--- config.mk ---
export PLATFORM = sky130hd
export DESIGN_NAME = cfe_core
export DESIGN_NICKNAME = d
export VERILOG_FILES = /design/src/common/cfe_pkg.sv /design/src/rtl/cfe_alu.sv /design/src/rtl/cfe_core.sv
export SDC_FILE = /design/constraint.sdc
export NUM_CORES = 1
export LEC_CHECK = 0
export BUFFER_PORTS_ARGS = -buffer_cell sky130_fd_sc_hd__buf_2
export CORE_MARGIN = 1
export CORE_UTILIZATION = 35
export DETAILED_ROUTE_END_ITERATION = 6
export PLACE_DENSITY = 0.63
export SETUP_SLACK_MARGIN = 0.05
export SYNTH_ARGS = -nofsm -noshare
export SYNTH_HDL_FRONTEND = slang
export SYNTH_SLANG_ARGS = --single-unit
--- constraint.sdc ---
create_clock -name clk -period 4.23 [get_ports clk]
set_input_delay 0.2115 -clock clk [delete_from_list [all_inputs] [get_ports clk]]
set_output_delay 0.2115 -clock clk [all_outputs]
set_load 0.01 [all_outputs]
--- src/common/cfe_pkg.sv ---
// Constants and types for the fetch/execute core
package cfe_pkg;
    localparam int PC_W = 9;
    localparam int INSN_W = 12;
    localparam int DATA_W = 8;
    localparam int FADDR_W = 5;
    localparam logic [PC_W-1:0] RESET_VECTOR = 9'h1ff;
    localparam logic [FADDR_W-1:0] ADDR_TIMER = 5'h01;
    localparam logic [FADDR_W-1:0] ADDR_PCL = 5'h02;
    localparam logic [FADDR_W-1:0] ADDR_STATUS = 5'h03;
    localparam int BIT_C = 0;
    localparam int BIT_DC = 1;
    localparam int BIT_Z = 2;
    localparam logic [INSN_W-1:0] INSN_NOP = 12'h000;
    // Phase encoding, Gray order along the cycle
    typedef enum logic [1:0] {
        PH_ONE   = 2'b00,
        PH_TWO   = 2'b01,
        PH_THREE = 2'b11,
        PH_FOUR  = 2'b10
    } cfe_phase_type;
    // ALU operation selector
    typedef enum logic [3:0] {
        OP_NONE = 4'h0,
        OP_ADD  = 4'h1,
        OP_SUB  = 4'h2,
        OP_AND  = 4'h3,
        OP_IOR  = 4'h4,
        OP_XOR  = 4'h5,
        OP_RLF  = 4'h6,
        OP_RRF  = 4'h7,
        OP_MOV  = 4'h8,
        OP_CLR  = 4'h9,
        OP_COM  = 4'ha,
        OP_INC  = 4'hb,
        OP_DEC  = 4'hc,
        OP_SWAP = 4'hd
    } cfe_op_type;
endpackage : cfe_pkg

--- src/rtl/cfe_alu.sv ---
// Eight-bit ALU with carry, digit carry and zero outputs
`timescale 1ns/100ps
`default_nettype none
module cfe_alu
    import cfe_pkg::*;
(
    // Operands
    input  wire logic [DATA_W-1:0] a,
    input  wire logic [DATA_W-1:0] b,
    input  wire logic              carry_in,
    input  wire cfe_op_type        op,
    // Result
    output logic      [DATA_W-1:0] result,
    output logic                   carry_out,
    output logic                   digit_carry_out,
    output logic                   zero_out
);
    logic [DATA_W:0] sum;
    logic [4:0]      nib;
    always_comb begin
        sum = '0;
        nib = '0;
        result = b;
        carry_out = carry_in;
        digit_carry_out = 1'b0;
        case (op)
            OP_ADD: begin
                sum = {1'b0, a} + {1'b0, b};
                nib = {1'b0, a[3:0]} + {1'b0, b[3:0]};
                result = sum[DATA_W-1:0];
                carry_out = sum[DATA_W];
                digit_carry_out = nib[4];
            end
            OP_SUB: begin
                // Two's complement b - a; carries read as inverted borrows
                sum = {1'b0, b} + {1'b0, ~a} + 9'h001;
                nib = {1'b0, b[3:0]} + {1'b0, ~a[3:0]} + 5'h01;
                result = sum[DATA_W-1:0];
                carry_out = sum[DATA_W];
                digit_carry_out = nib[4];
            end
            OP_AND:  result = a & b;
            OP_IOR:  result = a | b;
            OP_XOR:  result = a ^ b;
            OP_RLF: begin
                result = {b[DATA_W-2:0], carry_in};
                carry_out = b[DATA_W-1];
            end
            OP_RRF: begin
                result = {carry_in, b[DATA_W-1:1]};
                carry_out = b[0];
            end
            OP_MOV:  result = b;
            OP_CLR:  result = '0;
            OP_COM:  result = ~b;
            OP_INC:  result = b + 8'h01;
            OP_DEC:  result = b - 8'h01;
            OP_SWAP: result = {b[3:0], b[7:4]};
            default: result = b;
        endcase
        zero_out = (result == '0);
    end
endmodule : cfe_alu
`default_nettype wire

--- src/rtl/cfe_core.sv ---
// Four-phase fetch/execute core with two-stage pipeline
`timescale 1ns/100ps
`default_nettype none
module cfe_core
    import cfe_pkg::*;
#(
    parameter int PROG_ADDR_W = PC_W
) (
    // Clock and reset
    input  wire logic                 clk,
    input  wire logic                 rst_n,
    input  wire logic                 master_clear_n,
    // Program memory
    output logic      [PC_W-1:0]      prog_addr,
    input  wire logic [INSN_W-1:0]    prog_data,
    // Data register file
    output logic      [FADDR_W-1:0]   data_addr,
    output logic                      data_rd,
    input  wire logic [DATA_W-1:0]    data_rdata,
    output logic                      data_wr,
    output logic      [DATA_W-1:0]    data_wdata,
    // Decoded instruction from the decoder
    input  wire cfe_op_type           dec_op,
    input  wire logic                 dec_use_literal,
    input  wire logic [DATA_W-1:0]    dec_literal,
    input  wire logic                 dec_dest_file,
    input  wire logic                 dec_affects_flags,
    input  wire logic                 dec_branch,
    input  wire logic [PC_W-1:0]      dec_target,
    // Clock output and timer
    input  wire logic                 rc_mode,
    input  wire logic [DATA_W-1:0]    timer_zero_count,
    output logic                      osc_output_clock_out,
    // Status
    output logic      [FADDR_W-1:0]   insn_file_addr,
    output logic      [INSN_W-1:0]    instruction_latch,
    output logic      [DATA_W-1:0]    working_register,
    output logic                      carry_flag,
    output logic                      digit_carry_flag,
    output logic                      zero_flag,
    output cfe_phase_type             phase
);
    // Counter and fetch bus share one width; anything else is refused
    if (PROG_ADDR_W != PC_W) begin : g_bad_width
        $error("cfe_core: program address width must equal PC_W");
    end

    logic          mclr_meta;
    logic          mclr_sync;
    logic          core_reset;
    logic [PC_W-1:0] pc;
    logic          exec_valid;
    logic          fetch_valid;
    logic [DATA_W-1:0] operand;
    logic [DATA_W-1:0] alu_a;
    logic [DATA_W-1:0] alu_result;
    logic          alu_c;
    logic          alu_dc;
    logic          alu_z;
    logic          do_branch;
    logic [PC_W-1:0] next_pc;

    function automatic logic is_addr(input logic [FADDR_W-1:0] a,
                                     input logic [FADDR_W-1:0] r);
        return a == r;
    endfunction

    // Master clear is a pin: synchronise before use
    always_ff @(posedge clk or negedge rst_n) begin
        if (!rst_n) begin
            mclr_meta <= 1'b0;
            mclr_sync <= 1'b0;
        end else begin
            mclr_meta <= master_clear_n;
            mclr_sync <= mclr_meta;
        end
    end
    assign core_reset = !mclr_sync;

    // Phase sequencer
    always_ff @(posedge clk or negedge rst_n) begin
        if (!rst_n) begin
            phase <= PH_ONE;
        end else if (core_reset) begin
            phase <= PH_ONE;
        end else begin
            case (phase)
                PH_ONE:   phase <= PH_TWO;
                PH_TWO:   phase <= PH_THREE;
                PH_THREE: phase <= PH_FOUR;
                PH_FOUR:  phase <= PH_ONE;
                default:  phase <= PH_ONE;
            endcase
        end
    end

    assign do_branch = exec_valid && dec_branch;
    // Writes to 02h load the low byte; the top bit clears
    always_comb begin
        next_pc = pc + 9'h001;
        if (do_branch)
            next_pc = dec_target;
        else if (exec_valid && dec_dest_file && is_addr(insn_file_addr, ADDR_PCL))
            next_pc = {1'b0, alu_result};
    end

    // Counter: steps at end of phase four, redirected at end of execute
    always_ff @(posedge clk or negedge rst_n) begin
        if (!rst_n) begin
            pc <= RESET_VECTOR;
        end else if (core_reset) begin
            pc <= RESET_VECTOR;
        end else if (phase == PH_FOUR) begin
            pc <= next_pc;
        end
    end

    // Fetch address is the counter one clock late: new from phase two to the next phase one
    always_ff @(posedge clk or negedge rst_n) begin
        if (!rst_n) begin
            prog_addr <= RESET_VECTOR;
        end else begin
            prog_addr <= pc;
        end
    end

    // Instruction latch and pipeline validity
    always_ff @(posedge clk or negedge rst_n) begin
        if (!rst_n) begin
            instruction_latch <= INSN_NOP;
            insn_file_addr    <= '0;
            fetch_valid       <= 1'b0;
            exec_valid        <= 1'b0;
        end else if (core_reset) begin
            instruction_latch <= INSN_NOP;
            insn_file_addr    <= '0;
            fetch_valid       <= 1'b0;
            exec_valid        <= 1'b0;
        end else if (phase == PH_FOUR) begin
            instruction_latch <= prog_data;
            insn_file_addr    <= prog_data[FADDR_W-1:0];
            // Branch kills the word fetched behind it
            fetch_valid       <= 1'b1;
            // Word at the reset vector runs too; only a branch voids a fetch
            exec_valid        <= !do_branch;
        end
    end

    // Operand read in phase two
    always_ff @(posedge clk or negedge rst_n) begin
        if (!rst_n) begin
            operand <= '0;
        end else if (phase == PH_TWO && exec_valid) begin
            if (is_addr(insn_file_addr, ADDR_PCL))
                operand <= pc[DATA_W-1:0];
            else if (is_addr(insn_file_addr, ADDR_STATUS))
                operand <= {5'h00, zero_flag, digit_carry_flag, carry_flag};
            else
                operand <= data_rdata;
        end
    end

    assign alu_a = dec_use_literal ? dec_literal : working_register;

    cfe_alu u_alu (
        .a               (alu_a),
        .b               (dec_use_literal ? working_register : operand),
        .carry_in        (carry_flag),
        .op              (dec_op),
        .result          (alu_result),
        .carry_out       (alu_c),
        .digit_carry_out (alu_dc),
        .zero_out        (alu_z)
    );

    // Data bus strobes: read in phase two, write in phase four
    always_ff @(posedge clk or negedge rst_n) begin
        if (!rst_n) begin
            data_addr  <= '0;
            data_rd    <= 1'b0;
            data_wr    <= 1'b0;
            data_wdata <= '0;
        end else begin
            data_addr  <= insn_file_addr;
            data_rd    <= exec_valid && (phase == PH_ONE);
            data_wr    <= exec_valid && (phase == PH_THREE) && dec_dest_file
                          && (dec_op != OP_NONE);
            data_wdata <= alu_result;
        end
    end

    // Working register: no data address reaches it
    always_ff @(posedge clk or negedge rst_n) begin
        if (!rst_n) begin
            working_register <= '0;
        end else if (core_reset) begin
            working_register <= '0;
        end else if (phase == PH_FOUR && exec_valid && !dec_dest_file
                     && dec_op != OP_NONE) begin
            working_register <= alu_result;
        end
    end

    // Flags: hardware result beats a file write to status
    always_ff @(posedge clk or negedge rst_n) begin
        if (!rst_n) begin
            carry_flag       <= 1'b0;
            digit_carry_flag <= 1'b0;
            zero_flag        <= 1'b0;
        end else if (phase == PH_FOUR && exec_valid) begin
            if (dec_affects_flags) begin
                carry_flag       <= alu_c;
                digit_carry_flag <= alu_dc;
                zero_flag        <= alu_z;
            end else if (dec_dest_file && is_addr(insn_file_addr, ADDR_STATUS)) begin
                carry_flag       <= alu_result[BIT_C];
                digit_carry_flag <= alu_result[BIT_DC];
                zero_flag        <= alu_result[BIT_Z];
            end
        end
    end

    // Clock output: timer bit 0 in RC mode, else cycle clock
    always_ff @(posedge clk or negedge rst_n) begin
        if (!rst_n) begin
            osc_output_clock_out <= 1'b0;
        end else if (rc_mode) begin
            osc_output_clock_out <= timer_zero_count[0];
        end else begin
            osc_output_clock_out <= (phase == PH_THREE) || (phase == PH_FOUR);
        end
    end

    a_phase_order: assert property (@(posedge clk) disable iff (!rst_n || core_reset)
        phase == PH_FOUR |=> phase == PH_ONE ##1 phase == PH_TWO)
        else $error("phase sequence broken");
    a_pc_step: assert property (@(posedge clk) disable iff (!rst_n || core_reset)
        (phase == PH_FOUR && !do_branch && !(exec_valid && dec_dest_file))
        |=> pc == $past(pc) + 9'h001)
        else $error("counter did not step");
    a_pc_wrap: assert property (@(posedge clk) disable iff (!rst_n || core_reset)
        (phase == PH_FOUR && pc == RESET_VECTOR && !exec_valid) |=> pc == 9'h000)
        else $error("counter did not wrap");
    a_branch_flush: assert property (@(posedge clk) disable iff (!rst_n || core_reset)
        (phase == PH_FOUR && do_branch) |=> !exec_valid [*4])
        else $error("branch did not flush");
    a_branch_target: assert property (@(posedge clk) disable iff (!rst_n || core_reset)
        (phase == PH_FOUR && do_branch) |=> pc == $past(dec_target))
        else $error("branch target not loaded");
    a_read_phase: assert property (@(posedge clk) disable iff (!rst_n)
        data_rd |-> phase == PH_TWO)
        else $error("read outside phase two");
    a_write_phase: assert property (@(posedge clk) disable iff (!rst_n)
        data_wr |-> phase == PH_FOUR)
        else $error("write outside phase four");
    a_reset_vector: assert property (@(posedge clk) disable iff (!rst_n)
        core_reset |=> pc == RESET_VECTOR && !exec_valid && !fetch_valid)
        else $error("reset did not restart core");
    a_flags_hold: assert property (@(posedge clk) disable iff (!rst_n)
        (phase == PH_FOUR && !exec_valid) |=> $stable(carry_flag) && $stable(zero_flag))
        else $error("flags changed without execution");
    a_rc_clkout: assert property (@(posedge clk) disable iff (!rst_n)
        rc_mode |=> osc_output_clock_out == $past(timer_zero_count[0]))
        else $error("clock output not from timer bit");
    a_pc_hold: assert property (@(posedge clk) disable iff (!rst_n || core_reset)
        phase != PH_FOUR |=> $stable(pc))
        else $error("counter moved outside phase four");
    a_latch_hold: assert property (@(posedge clk) disable iff (!rst_n || core_reset)
        phase != PH_FOUR |=> $stable(instruction_latch))
        else $error("latch changed outside phase four");
    a_vector_runs: assert property (@(posedge clk) disable iff (!rst_n || core_reset)
        (phase == PH_FOUR && pc == RESET_VECTOR && !exec_valid) |=> exec_valid)
        else $error("word at reset vector not executed");
    a_wreg_hold: assert property (@(posedge clk) disable iff (!rst_n || core_reset)
        phase != PH_FOUR |=> $stable(working_register))
        else $error("working register changed outside phase four");
    a_read_before_write: assert property (@(posedge clk) disable iff (!rst_n)
        data_wr |-> $past(data_rd, 2))
        else $error("write without operand read");

    c_branch: cover property (@(posedge clk) disable iff (!rst_n)
        phase == PH_FOUR && do_branch);
    c_wrap: cover property (@(posedge clk) disable iff (!rst_n)
        phase == PH_FOUR && pc == RESET_VECTOR);
    c_file_write: cover property (@(posedge clk) disable iff (!rst_n) data_wr);
    c_rc_mode: cover property (@(posedge clk) disable iff (!rst_n)
        rc_mode && osc_output_clock_out);
endmodule : cfe_core
`default_nettype wire

==> metrics.cfg <==
[detailed_routing]
dr_wl_met2_um = 7880
dr.pass1.iters = 6
drc = 0
wl_met3_um = 1330
drt-met1-wl_um = 7060
drt-initial-drc-count = 327
routed.top_layer = met4
vias = 5165
wl_per_cell_um = 19.0
ant_nets = 0
routed_wl_um = 16900
vias_per_cell = 5.81

[yosys]
avgSynthCellArea_um2 = 8.58
synth_edf_count = 0
synth_seq_area_share_pct = 33.8
synth.most_common_cell = nand2_1
yosysUniqueCellTypes = 78
yosysTopAreaCellShare_pct = 24.8
synth_area_leaders = dfrtp_1, dfstp_2, ha_1
synth_fp_nets = 699
synth.cell_area_mm2 = 0.00524
yosys-top-cells-count = nand2_1, dfrtp_1, a21oi_1
syn_inst = 611
yosys.area.top_type = dfrtp_1
async_flop_share_pct = 100
synth_seq_cells = 70
ys_warn_count = 0
synth-main-ff-cell = dfrtp_1

[global_routing]
overflow = 0
grt_start_max_net_pins = 44
grt_util_all_layers_pct = 21.8
grt_pass1_vias = 4968
antenna_found_initial = 0
grt_pass1_wl_um = 26800

[cts]
clock_path_buffers = 2
post_cts_resized = 0
cts_tree = built
clock_sinks = 70
cts_inserted_buffers = 9
cts_root_buf = clkbuf_16
post_cts_buffers = 0
hold_buffers = 1
htreeDepth = 3
clk_latency_ps = 330
clk_pin_slew_worst_paths_ps = 60

[die]
fp.dieArea_mm2 = 0.0155
rows = 44
core_mm2 = 0.0146
initial_core_util_pct = 35.9
io_pins = 112
die_x_um = 124
fp.dieH_um = 124

[placement]
dp.cells = 872
port_buffers = 104
hpwl_um = 12800
gp_congestion = 0.946
place_ws_ps = 415

[hold_path]
hold_class = in2async

[setup_path]
crit_fanout = 8
start_kind = flop
required_ps = 4470
endpoint_kind = flop
critPathArrivalTime_ps = 4000
path_class = reg2reg

[sta]
setup_violations = 0
rsz0062_at_grt = no
finalHoldViolCount = 0
fin_crit_ps = 3760
worst_pin_slew_ps = 1350
skew_ps = 4.96
finalSetupTns_ps = 0
fin_hold_ws_ps = 5.09
finalCritPeriodShare_pct = 88.9
slew_viol_final = 0
fmax_mhz = 266
timing.slew.headroom_pct = 9.04
timing.final.ws_setup_ps = 470

[pwr]
p_sw_share_pct = 37.0
power.density_mw_per_mm2 = 380
seqPwrFrac_pct = 35.3
p_leak_nw = 2.89
p_comb_share_pct = 36.2
internal_power_mw = 1.48
ir_worst_vdd_v = 0.000340
p_clk_share_pct = 28.5
p_switching_mw = 0.870

[layout]
drive_above_1_share_pct = 24.5
antenna_cells = 0
areaGrowthSynthToFinish_pct = 17.9
utilization_pct = 42.4
final_nets = 788
fin_cells = 889

[status]
outcome = finished clean

[run]
maxCapViolCount = 0

worst max-delay path, stage by stage, from the launching register on:
cell and delay, ps:
dfrtp_1 430, mux2i_4 160, inv_4 150, ha_1 250
inv_1 90, fa_1 470, nor2b_1 200, o21ai_0 180
and4_1 270, o41ai_2 390, o21ai_2 190, or4_1 480
nand4bb_1 200, o31ai_2 200
routing by layer:
metal  track usage, %  up-vias
li1                 -     2393
met5                0        -
met4             10.6        0
met1             29.0     2453
met2             34.4      276
met3             3.26       43
layout make-up:
class	instances	area [µm²]
clock buffer	10	229
clock inverter	6	38.8
fill	1425	8410
inverter	37	141
multi-input combinational	464	3140
sequential	70	1770
tap	184	230
timing repair buffer	118	628
registers in the layout, indices dropped and copies added, names as in the netlist, 2 cells and up:
name,count
instruction_latch,8
data_wdata,8
pc,9
insn_file_addr,4
phase,2
prog_addr,9
data_addr,5
working_register,8
operand,8
cells in the final DEF, fill, tap and decap left out, types with 13 or more instances in the layout:
cell,count
a21oi_1,47
dfstp_2,18
inv_1,30
mux2i_1,21
buf_2,104
buf_4,13
dfrtp_1,52
nand3_1,18
o21ai_0,34
ha_1,29
nor2_1,36
nor3_1,21
nand2_1,62
path summary, 6_finish.rpt:
path,start,endpoint,slack (ps),cells past startpoint
setup / recovery,working_register[0]$_DFFE_PN0P_,zero_flag$_DFFE_PN0P_,470,13
hold / removal,rst_n,data_rd$_DFF_PN0_,5,1
setup reg to reg,working_register[0]$_DFFE_PN0P_,zero_flag$_DFFE_PN0P_,470,13
hold reg to reg,mclr_meta$_DFF_PN0_,mclr_sync$_DFF_PN0_,350,0
max in group asynchronous,rst_n,pc[3]$_DFFE_PN1P_,3280,2
min in group clk,prog_data[3],insn_file_addr[3]$_DFFE_PN0P_,100,2
kinds of logic after synthesis:
kind of cell	share of synthesized area [%]
AO/OA/AOI/OAI	24.3
adder cells (fa/ha/maj)	7.69
XOR/XNOR	1.84
AND/OR/NAND/NOR	19.7
multiplexers	6.42
buffers and inverters	6.25
flip-flops	33.8
through the flow:
step | area, µm² | power (mW)
after CTS | 6180 | 2.35
after global routing | 6180 | 2.48
after global placement | 5900 | 1.65
after detailed placement | 5900 | 1.67
final | 6180 | 2.35
after floorplan | 5240 | 1.38
power by group through the flow:
stage / Combinational, mW / Sequential (mW) / Clock (mW)
global placement: 0.814 / 0.838 / 0
floorplan: 0.545 / 0.836 / 0
global route: 0.924 / 0.842 / 0.711
finish: 0.852 / 0.829 / 0.670
detailed placement: 0.828 / 0.842 / 0
CTS: 0.833 / 0.831 / 0.681
(Power assumes the default switching activity.)
